$ cat config.mk
export PLATFORM = sky130hd
export DESIGN_NAME = spx_dev_flat
export DESIGN_NICKNAME = d
export VERILOG_FILES = /design/src/inc/spx_pkg.sv /design/src/inc/spx_if.sv /design/src/rtl/spx_dev.sv /design/src/rtl/spx_framer.sv /design/src/flat_wrapper.sv
export SDC_FILE = /design/constraint.sdc
export NUM_CORES = 1
export LEC_CHECK = 0
export BUFFER_PORTS_ARGS = -buffer_cell sky130_fd_sc_hd__buf_2
export CAP_MARGIN = 15
export CORE_ASPECT_RATIO = 1.1
export CORE_UTILIZATION = 40
export CTS_CLUSTER_DIAMETER = 200
export DETAILED_ROUTE_END_ITERATION = 6
export SLEW_MARGIN = 5
export SYNTH_ARGS = -nofsm -noshare
export SYNTH_HDL_FRONTEND = slang
export SYNTH_SLANG_ARGS = --single-unit
$ cat constraint.sdc
create_clock -name REF_CLK_I -period 2.5 [get_ports REF_CLK_I]
set_input_delay 0.75 -clock REF_CLK_I [delete_from_list [all_inputs] [get_ports REF_CLK_I]]
set_output_delay 0.75 -clock REF_CLK_I [all_outputs]
set_load 0.01 [all_outputs]
$ cat src/inc/spx_pkg.sv
// Purpose: Shared constants and types for the SPI host port link
// Assumes: 10 MHz system clock on both ends
// Notes: Register offsets belong to the host-side controller only
package spx_pkg;
  localparam int CLK_HZ = 10_000_000;
  localparam int SPI_MAX_HZ = 3_500_000;
  // Fastest legal half period of the link clock, in system cycles, rounded up
  localparam int SCLK_HALF_MIN = (CLK_HZ + 2 * SPI_MAX_HZ - 1) / (2 * SPI_MAX_HZ);
  // Default half period; larger than the minimum to cover both synchronisers
  localparam int SCLK_HALF_DEF = 8;
  localparam int BYTE_W = 8;
  localparam logic [7:0] API_DELIM = 8'h7E;
  localparam logic [7:0] DUMMY_BYTE = 8'h00;
  localparam int SLEEP_MODE_W = 3;
  localparam logic [2:0] SLEEP_MODE_PIN = 3'h1;
  // Device synchroniser order: {sleep pin, mosi, ssel_n, sclk}
  localparam logic [3:0] DEV_SYNC_RST = 4'h2;
  // Host synchroniser order: {attn_n, miso}
  localparam logic [1:0] HOST_SYNC_RST = 2'h3;
  localparam int ADDR_W = 8;
  localparam logic [7:0] OFS_CTRL = 8'h00;
  localparam logic [7:0] OFS_TXDATA = 8'h04;
  localparam logic [7:0] OFS_RXDATA = 8'h08;
  localparam logic [7:0] OFS_STATUS = 8'h0C;
  localparam int CTRL_SEL_BIT = 0;
  localparam int CTRL_AUTO_BIT = 1;
  localparam logic [1:0] CTRL_RST = 2'h0;
  localparam int ST_BUSY_BIT = 0;
  localparam int ST_ATTN_BIT = 1;
  localparam int ST_RXFULL_BIT = 2;
  localparam logic HRESP_OKAY = 1'b0;
  typedef enum logic [2:0] {FR_HUNT, FR_LEN_HI, FR_LEN_LO, FR_BODY, FR_CSUM} spx_frame_t;
  typedef enum logic [1:0] {PS_WAIT, PS_SPI, PS_UART} spx_port_t;
  typedef enum logic [1:0] {H_IDLE, H_LOW, H_HIGH} spx_host_st_t;
endpackage : spx_pkg

$ cat src/inc/spx_if.sv
// Purpose: Four-wire link plus attention line between host and device
// Assumes: Slave-out is shared; an undriven line floats high through a pull-up
// Notes: The wire level of slave-out is resolved here from its enable
`timescale 1ns/1ns
`default_nettype none
interface spx_if;
  logic sclk;
  logic ssel_n;
  logic mosi;
  logic miso;
  logic miso_oe;
  logic attn_n;
  logic miso_line;
  assign miso_line = miso_oe ? miso : 1'b1;
  modport dev (input sclk, input ssel_n, input mosi, output miso, output miso_oe,
               output attn_n);
  modport host (output sclk, output ssel_n, output mosi, input miso_line, input attn_n);
endinterface : spx_if
`default_nettype wire

$ cat src/rtl/spx_dev.sv
// Purpose: Slave end of the host SPI port with attention, port choice and pin sleep
// Assumes: Link pins are asynchronous; the link clock is oversampled by REF_CLK_I
// Notes: Sampling limits the usable link rate well below the legal ceiling
//
// Register access over AHB-Lite and the placing of the registers were chosen for this implementation.
`timescale 1ns/1ns
`default_nettype none
// Summary of operation
// - Device is slave only; master clocks.
// - Master keeps link clock at most 3.5 MHz.
// - Bytes travel MSB first both ways.
// - Mode 0: idle low, sample rising.
// - Device uses unescaped API frames only.
// - Attention low once data is queued.
// - Attention stays low until all clocked out.
// - Attention always driven, never floating.
// - Shift out at master clock while selected.
// - Slave-out released whenever select high.
// - Master selects low, then shifts master-out.
// - Master answers attention with select and clock.
// - Master-out, select, clock are device inputs.
// - Bytes outside frames are discarded.
// - Both directions may carry frames concurrently.
// - Input pull-ups on until software disables.
// - Sleep pin as peripheral controls pin sleep.
// - Else select low wakes, high sleeps.
// - Neither peripheral: stay awake in mode 1.
// - Empty buffer repeats last bit sent.
// - Master ignores bytes outside frames.
// - First port with input stays active.
module spx_dev (
  input wire logic REF_CLK_I,
  input wire logic RESETN_I,
  spx_if.dev LINK,
  input wire logic [spx_pkg::BYTE_W-1:0] TX_DATA_I,
  input wire logic TX_VALID_I,
  output logic TX_READY_O,
  output logic [spx_pkg::BYTE_W-1:0] RX_DATA_O,
  output logic RX_VALID_O,
  input wire logic SPI_EN_I,
  input wire logic UART_EN_I,
  input wire logic UART_RX_SEEN_I,
  input wire logic SLEEP_PIN_PERIPH_I,
  input wire logic SSEL_PERIPH_I,
  input wire logic [spx_pkg::SLEEP_MODE_W-1:0] SLEEP_MODE_I,
  input wire logic SLEEP_PIN_I,
  input wire logic PULLUP_DIS_I,
  output logic SPI_ACTIVE_O,
  output logic ASLEEP_O,
  output logic PULLUP_EN_O
);
  import spx_pkg::*;

  logic [3:0] sy1_reg;
  logic [3:0] sy2_reg;
  logic [3:0] sy3_reg;
  logic sclk_rise;
  logic sclk_fall;
  logic sclk_low;
  logic sel;
  logic sel_fall;
  logic mosi_s;
  logic sleep_s;
  spx_port_t port_reg;
  logic spi_active_reg;
  logic link_on;
  logic [2:0] bit_cnt_reg;
  logic [7:0] rx_sh_reg;
  logic byte_done;
  logic [7:0] rx_byte;
  logic keep;
  logic [7:0] tx_sh_reg;
  logic tx_live_reg;
  logic miso_reg;
  logic miso_oe_reg;
  logic attn_n_reg;
  logic pend_valid_reg;
  logic [7:0] pend_data_reg;
  logic tx_ready_reg;
  logic accept;
  logic load;
  logic pend_next;
  logic [7:0] rx_data_reg;
  logic rx_valid_reg;
  logic sleep_req;
  logic asleep_reg;
  logic pullup_en_reg;

  // Link pins are inputs only and pass two flops before use
  always_ff @(posedge REF_CLK_I or negedge RESETN_I) begin
    if (!RESETN_I) begin
      sy1_reg <= DEV_SYNC_RST;
      sy2_reg <= DEV_SYNC_RST;
      sy3_reg <= DEV_SYNC_RST;
    end else begin
      sy1_reg <= {SLEEP_PIN_I, LINK.mosi, LINK.ssel_n, LINK.sclk};
      sy2_reg <= sy1_reg;
      sy3_reg <= sy2_reg;
    end
  end

  // Edges come from the master's clock and, for port choice, from select
  assign sclk_rise = sy2_reg[0] & ~sy3_reg[0];
  assign sclk_fall = ~sy2_reg[0] & sy3_reg[0];
  assign sclk_low = ~sy2_reg[0];
  assign sel = ~sy2_reg[1];
  assign sel_fall = ~sy2_reg[1] & sy3_reg[1];
  assign mosi_s = sy2_reg[2];
  assign sleep_s = sy2_reg[3];

  // Port choice is locked until reset once decided
  always_ff @(posedge REF_CLK_I or negedge RESETN_I) begin
    if (!RESETN_I) begin
      port_reg <= PS_WAIT;
      spi_active_reg <= 1'b0;
    end else begin
      spi_active_reg <= (port_reg == PS_SPI);
      case (port_reg)
        PS_WAIT: begin
          if (!SPI_EN_I) begin
            port_reg <= PS_UART;
          end else if (!UART_EN_I) begin
            port_reg <= PS_SPI;
          end else if (sel_fall) begin
            port_reg <= PS_SPI;
          end else if (UART_RX_SEEN_I) begin
            port_reg <= PS_UART;
          end
        end
        PS_SPI, PS_UART: port_reg <= port_reg;
        default: port_reg <= PS_WAIT;
      endcase
    end
  end

  assign link_on = SPI_EN_I & (port_reg != PS_UART);

  // Capture master-out on rising edges, MSB first
  always_ff @(posedge REF_CLK_I or negedge RESETN_I) begin
    if (!RESETN_I) begin
      bit_cnt_reg <= 3'h0;
      rx_sh_reg <= 8'h00;
    end else if (!sel || !link_on) begin
      bit_cnt_reg <= 3'h0;
    end else if (sclk_rise) begin
      bit_cnt_reg <= bit_cnt_reg + 3'h1;
      rx_sh_reg <= {rx_sh_reg[6:0], mosi_s};
    end
  end

  assign byte_done = link_on & sel & sclk_rise & (bit_cnt_reg == 3'h7);
  assign rx_byte = {rx_sh_reg[6:0], mosi_s};

  spx_framer u_rx_framer (
    .clk_i(REF_CLK_I),
    .rst_n_i(RESETN_I),
    .byte_valid_i(byte_done),
    .byte_i(rx_byte),
    .keep_o(keep)
  );

  // Only framed bytes reach the user; receive runs even while sending
  always_ff @(posedge REF_CLK_I or negedge RESETN_I) begin
    if (!RESETN_I) begin
      rx_valid_reg <= 1'b0;
      rx_data_reg <= 8'h00;
    end else begin
      rx_valid_reg <= keep;
      if (keep) begin
        rx_data_reg <= rx_byte;
      end
    end
  end

  // Load between bytes while the clock rests low: covers select fall and gaps
  assign load = link_on & sel & sclk_low & ~tx_live_reg & pend_valid_reg &
                (bit_cnt_reg == 3'h0);
  assign accept = TX_VALID_I & tx_ready_reg;
  assign pend_next = accept | (pend_valid_reg & ~load);

  // One-byte holding stage; the user supplies API frames unescaped
  always_ff @(posedge REF_CLK_I or negedge RESETN_I) begin
    if (!RESETN_I) begin
      pend_valid_reg <= 1'b0;
      pend_data_reg <= 8'h00;
      tx_ready_reg <= 1'b0;
    end else begin
      pend_valid_reg <= pend_next;
      tx_ready_reg <= ~pend_next;
      if (accept) begin
        pend_data_reg <= TX_DATA_I;
      end
    end
  end

  // Slave-out changes on falling edges, MSB first
  always_ff @(posedge REF_CLK_I or negedge RESETN_I) begin
    if (!RESETN_I) begin
      tx_sh_reg <= 8'h00;
      tx_live_reg <= 1'b0;
      miso_reg <= 1'b0;
    end else if (!sel || !link_on) begin
      // A byte cut short by deselect is lost, not resent
      tx_live_reg <= 1'b0;
    end else if (load) begin
      tx_sh_reg <= pend_data_reg;
      miso_reg <= pend_data_reg[7];
      tx_live_reg <= 1'b1;
    end else if (byte_done) begin
      // Nothing new: miso_reg keeps the last bit for later clocks
      tx_live_reg <= 1'b0;
    end else if (sclk_fall && tx_live_reg) begin
      tx_sh_reg <= {tx_sh_reg[6:0], 1'b0};
      miso_reg <= tx_sh_reg[6];
    end
  end

  // Release the shared line whenever select is high
  always_ff @(posedge REF_CLK_I or negedge RESETN_I) begin
    if (!RESETN_I) begin
      miso_oe_reg <= 1'b0;
    end else begin
      miso_oe_reg <= link_on & sel;
    end
  end

  // Low while anything waits or is on its way out
  always_ff @(posedge REF_CLK_I or negedge RESETN_I) begin
    if (!RESETN_I) begin
      attn_n_reg <= 1'b1;
    end else begin
      attn_n_reg <= ~(link_on & (pend_valid_reg | tx_live_reg | accept));
    end
  end

  // Sleep source chosen by which pin is a peripheral
  always_comb begin
    sleep_req = 1'b0;
    if (SLEEP_PIN_PERIPH_I) begin
      sleep_req = sleep_s;
    end else if (SSEL_PERIPH_I) begin
      sleep_req = ~sel;
    end
  end

  always_ff @(posedge REF_CLK_I or negedge RESETN_I) begin
    if (!RESETN_I) begin
      asleep_reg <= 1'b0;
    end else begin
      asleep_reg <= (SLEEP_MODE_I == SLEEP_MODE_PIN) & sleep_req;
    end
  end

  // Pull-ups default on so unconnected link pins idle safely
  always_ff @(posedge REF_CLK_I or negedge RESETN_I) begin
    if (!RESETN_I) begin
      pullup_en_reg <= 1'b1;
    end else begin
      pullup_en_reg <= ~PULLUP_DIS_I;
    end
  end

  assign LINK.miso = miso_reg;
  assign LINK.miso_oe = miso_oe_reg;
  // Driven at all times, high when idle
  assign LINK.attn_n = attn_n_reg;
  assign TX_READY_O = tx_ready_reg;
  assign RX_DATA_O = rx_data_reg;
  assign RX_VALID_O = rx_valid_reg;
  assign SPI_ACTIVE_O = spi_active_reg;
  assign ASLEEP_O = asleep_reg;
  assign PULLUP_EN_O = pullup_en_reg;
endmodule : spx_dev
`default_nettype wire

$ cat src/rtl/spx_framer.sv
// Purpose: Tracks unescaped API frames in a byte stream
// Assumes: One byte per byte_valid_i pulse
// Notes: A delimiter value inside a frame body is plain data
`timescale 1ns/1ns
`default_nettype none
module spx_framer (
  input wire logic clk_i,
  input wire logic rst_n_i,
  input wire logic byte_valid_i,
  input wire logic [7:0] byte_i,
  output logic keep_o
);
  import spx_pkg::*;
  spx_frame_t state_reg;
  logic [7:0] len_hi_reg;
  logic [15:0] left_reg;
  logic [15:0] len_full;

  assign len_full = {len_hi_reg, byte_i};
  // Bytes outside a frame are dropped by the caller
  assign keep_o = byte_valid_i & ((state_reg != FR_HUNT) | (byte_i == API_DELIM));

  always_ff @(posedge clk_i or negedge rst_n_i) begin
    if (!rst_n_i) begin
      state_reg <= FR_HUNT;
      len_hi_reg <= 8'h00;
      left_reg <= 16'h0000;
    end else if (byte_valid_i) begin
      // No escape decoding anywhere in the walk
      case (state_reg)
        FR_HUNT: begin
          if (byte_i == API_DELIM) begin
            state_reg <= FR_LEN_HI;
          end
        end
        FR_LEN_HI: begin
          len_hi_reg <= byte_i;
          state_reg <= FR_LEN_LO;
        end
        FR_LEN_LO: begin
          left_reg <= len_full;
          state_reg <= (len_full == 16'h0000) ? FR_CSUM : FR_BODY;
        end
        FR_BODY: begin
          left_reg <= left_reg - 16'h0001;
          if (left_reg == 16'h0001) begin
            state_reg <= FR_CSUM;
          end
        end
        FR_CSUM: begin
          state_reg <= FR_HUNT;
        end
        default: begin
          state_reg <= FR_HUNT;
        end
      endcase
    end
  end
endmodule : spx_framer
`default_nettype wire

$ cat src/flat_wrapper.sv
// flat-port wrapper written by rule: the top's interface ports become plain ports
module spx_dev_flat import spx_pkg::*;
  (REF_CLK_I, RESETN_I, TX_DATA_I, TX_VALID_I, TX_READY_O, RX_DATA_O, RX_VALID_O, SPI_EN_I, UART_EN_I, UART_RX_SEEN_I, SLEEP_PIN_PERIPH_I, SSEL_PERIPH_I, SLEEP_MODE_I, SLEEP_PIN_I, PULLUP_DIS_I, SPI_ACTIVE_O, ASLEEP_O, PULLUP_EN_O, LINK_sclk, LINK_ssel_n, LINK_mosi, LINK_miso, LINK_miso_oe, LINK_attn_n);
  spx_if LINK_i ();
  input wire logic REF_CLK_I;
  input wire logic RESETN_I;
  input wire logic [spx_pkg::BYTE_W-1:0] TX_DATA_I;
  input wire logic TX_VALID_I;
  output logic TX_READY_O;
  output logic [spx_pkg::BYTE_W-1:0] RX_DATA_O;
  output logic RX_VALID_O;
  input wire logic SPI_EN_I;
  input wire logic UART_EN_I;
  input wire logic UART_RX_SEEN_I;
  input wire logic SLEEP_PIN_PERIPH_I;
  input wire logic SSEL_PERIPH_I;
  input wire logic [spx_pkg::SLEEP_MODE_W-1:0] SLEEP_MODE_I;
  input wire logic SLEEP_PIN_I;
  input wire logic PULLUP_DIS_I;
  output logic SPI_ACTIVE_O;
  output logic ASLEEP_O;
  output logic PULLUP_EN_O;
  input wire logic [$bits(LINK_i.sclk)-1:0] LINK_sclk;
  input wire logic [$bits(LINK_i.ssel_n)-1:0] LINK_ssel_n;
  input wire logic [$bits(LINK_i.mosi)-1:0] LINK_mosi;
  output wire logic [$bits(LINK_i.miso)-1:0] LINK_miso;
  output wire logic [$bits(LINK_i.miso_oe)-1:0] LINK_miso_oe;
  output wire logic [$bits(LINK_i.attn_n)-1:0] LINK_attn_n;
  assign LINK_i.sclk = LINK_sclk;
  assign LINK_i.ssel_n = LINK_ssel_n;
  assign LINK_i.mosi = LINK_mosi;
  assign LINK_miso = LINK_i.miso;
  assign LINK_miso_oe = LINK_i.miso_oe;
  assign LINK_attn_n = LINK_i.attn_n;
  spx_dev u_core (.REF_CLK_I(REF_CLK_I), .RESETN_I(RESETN_I), .LINK(LINK_i), .TX_DATA_I(TX_DATA_I), .TX_VALID_I(TX_VALID_I), .TX_READY_O(TX_READY_O), .RX_DATA_O(RX_DATA_O), .RX_VALID_O(RX_VALID_O), .SPI_EN_I(SPI_EN_I), .UART_EN_I(UART_EN_I), .UART_RX_SEEN_I(UART_RX_SEEN_I), .SLEEP_PIN_PERIPH_I(SLEEP_PIN_PERIPH_I), .SSEL_PERIPH_I(SSEL_PERIPH_I), .SLEEP_MODE_I(SLEEP_MODE_I), .SLEEP_PIN_I(SLEEP_PIN_I), .PULLUP_DIS_I(PULLUP_DIS_I), .SPI_ACTIVE_O(SPI_ACTIVE_O), .ASLEEP_O(ASLEEP_O), .PULLUP_EN_O(PULLUP_EN_O));
endmodule
==> impl_metrics.yaml <==
clocking:
  htreeDepth: 3
  clock_latency_ns: 0.35
  clock-sinks: 82
  cts.reportedPaths.clkPinSlew_ns: 0.09
  root_buffer: "clkbuf_8"
  postCtsResizedCells: 0
  cts_tree: "done"
  cts_hold_buf: 0
  post_cts_buffers: 0
  cts_max_path_buffers: 2
  numCtsBuffers: 9
timing:
  layout_setup_ws_ns: 0.132
  fin_hold_ws_ns: 0.354
  fin_setup_tns_ns: 0
  skew_ns: 0.00995
  fin_crit_ns: 2.37
  relSlewSlack_pct: 50.8
  rsz0062_at_grt: "no"
  post-route-period-util_pct: 94.7
  fmax_ghz: 0.422
  setup-violations-final: 0
  slew_violations: 0
  worstMarginPinSlew_ns: 0.731
  finalHoldViolCount: 0
logic_synthesis:
  ys_warn_count: 0
  synth_cells: 328
  yosysMostFrequentCell: "dfrtp_1"
  ys_seq_area_share_pct: 54.3
  synth_top_area_share_pct: 50.8
  synth_cell_types: 50
  synth_xor_area_share_pct: 0.231
  synthFlopType: "dfrtp_1"
  synthSimpleGateAreaFrac_pct: 15.1
  synth_edf_count: 0
  avgSynthCellArea_um2: 11.6
  synth_top_family_by_area: "simple AND/OR/NAND/NOR gates"
  synth-seq-cells: 82
  synth-async-reset-ratio_pct: 100
  ys_top_cells_by_count: "77 x dfrtp_1, 37 x mux2_2, 22 x nor2_1"
  syn-cell-area_um2: 3790
  synth_nets: 360
  synth_compound_area_share_pct: 10.0
  yosys.area.top_type: "dfrtp_1"
  synthAdderAreaFrac_pct: 2.64
  synth_mux_area_share_pct: 14.4
  synthTopCellsByArea: "dfrtp_1 51%, mux2_2 11%, dfstp_2 3.5%"
power_and_ir_drop:
  swShare_pct: 27.2
  sequentialPowerShare_pct: 50.7
  cellPowerDensity_nw_per_um2: 766
  p_leak_nw: 2.12
  cell_internal_pwr_mw: 2.48
  peakVddDrop_uv: 380
  power_frac_clock_pct: 31.6
  switchingPower_mw: 0.925
  comb_power_share_pct: 17.7
placement:
  dp_cells: 485
  io_buffer_count: 39
  dp_slack_ns: -0.0303
  dp_hpwl_um: 5550
  gp_congestion: 0.810
cells_and_area:
  fin_nets: 414
  largest_register_ffs: 16
  area_growth_pct: 17.3
  fin_cells: 501
  antenna_cells: 0
  layout-drive-gt1-share_pct: 33.3
global_route:
  overflow: 0
  grtUsageTotal_pct: 17.6
  antenna_found_initial: 0
  grt_pass1_wl_um: 13400
  first_global_vias: 2693
  grt_max_degree: 38
critical_path:
  cp_slowest_cell: "or3b_1"
  cp_top_family: "simple AND/OR/NAND/NOR gates"
  crit_path_cell_trace: "inv_1 -> ha_1 -> or3b_1 -> clkinv_4 -> nand3_4 -> or4_1 -> buf_4 -> mux2_4"
  crit_arrival_ns: 2.60
  cpPeakStageDelay_ns: 0.49
  required_ns: 2.73
  cp_num_buf_inv: 3
  endpoint_kind: "flip-flop"
  worstPathMaxFanout: 9
  reg2regPathDepth: 8
  worstSetupPathDepth: 8
  cp-start-kind: "flip-flop"
  critPathKind: "flip-flop to flip-flop"
detailed_routing:
  drt_iter0_markers: 114
  wl_per_cell_um: 15.6
  drt_first_pass_iters: 4
  via_per_inst: 5.47
  drc: 0
  route.antenna.remaining_nets: 0
  vias: 2742
  routed_wl_um: 7830
die:
  die_w_um: 94.8
  die-area_um2: 9870
  rows: 36
  initial_core_util_pct: 41.9
  coreArea_um2: 9050
  ios: 40
  die_y_um: 104
run:
  max-cap-violations: 0
hold_path:
  hp-class: "input pin to asynchronous set/reset pin"
run_status:
  status: "finished clean"
worst paths after layout:
kind                                           startpoint                                           end  slack (ns)
setup / recovery           u_core.port_reg[0]$_DFFE_PN0P_  u_core.u_rx_framer.len_hi_reg[4]$_DFFE_PN0P_        0.13
hold / removal                                   RESETN_I               u_core.rx_sh_reg[6]$_DFFE_PN0P_        0.35
setup reg to reg           u_core.port_reg[0]$_DFFE_PN0P_  u_core.u_rx_framer.len_hi_reg[4]$_DFFE_PN0P_        0.13
hold reg to reg               u_core.sy1_reg[2]$_DFF_PN0_                   u_core.sy2_reg[2]$_DFF_PN0_        0.36
max in group asynchronous                        RESETN_I                  u_core.PULLUP_EN_O$_DFF_PN1_        1.52
min in group REF_CLK_I        u_core.sy1_reg[2]$_DFF_PN0_                   u_core.sy2_reg[2]$_DFF_PN0_        0.36
through the flow:
step                      area (um2)  util [%]  total power, mW
after floorplan                 3790         -             2.13
final                           4450      49.1             3.41
after global placement          4220      46.6             2.33
after CTS                       4450      49.1             3.45
after detailed placement        4220      46.6             2.36
after global routing            4450      49.1             3.60
cell families (layout without fill, tap and decap cells):
family,Yosys count,in the layout
simple gates,105,105
flops,82,82
compound gates,58,58
mux,46,46
buf+inv,28,87
fa+ha+maj,8,8
xor+xnor,1,1
cell type report:
class                   count  area (um2)
fillers                   827        4610
flip-flops and latches     82        2060
multi-input cells         218        1610
repair buffers             56         350
well taps                 114         143
clock buffers              11         141
clock inverters             5        85.1
inverters                  15        61.3
power by group through the flow:
stage               clock network [mW]  logic (mW)  registers (mW)
CTS                               1.11       0.612            1.73
global route                      1.16       0.676            1.76
finish                            1.08       0.601            1.73
global placement                     0       0.587            1.74
detailed placement                   0       0.610            1.75
floorplan                            0       0.429            1.70
cell usage in the layout (no fill, tap or decap), drive strengths merged, types with 2 or more instances in the layout:
cell	instances
dfrtp	77
nor4b	5
nand2	20
o22ai	6
nor3	12
or4	2
dfstp	5
a221oi	2
bufinv	2
clkbuf	11
nand3b	5
o211ai	2
a31o	2
or3	3
a21oi	22
ha	8
mux2	45
inv	16
and2	2
a2bb2oi	4
nand2b	3
nor2	22
o22a	3
buf	56
o21ai	8
and4	2
nand4	6
nor4	8
nand3	9
routing by layer:
metal  track usage [%]  up-vias  wire (um)
met3              4.82       12        312
met1              24.2     1380       3690
met5                 0        -          0
met4              5.95        0        106
li1                  -     1300          -
met2              26.5       50       3720
No activity file was read; power rests on OpenSTA's default activity.
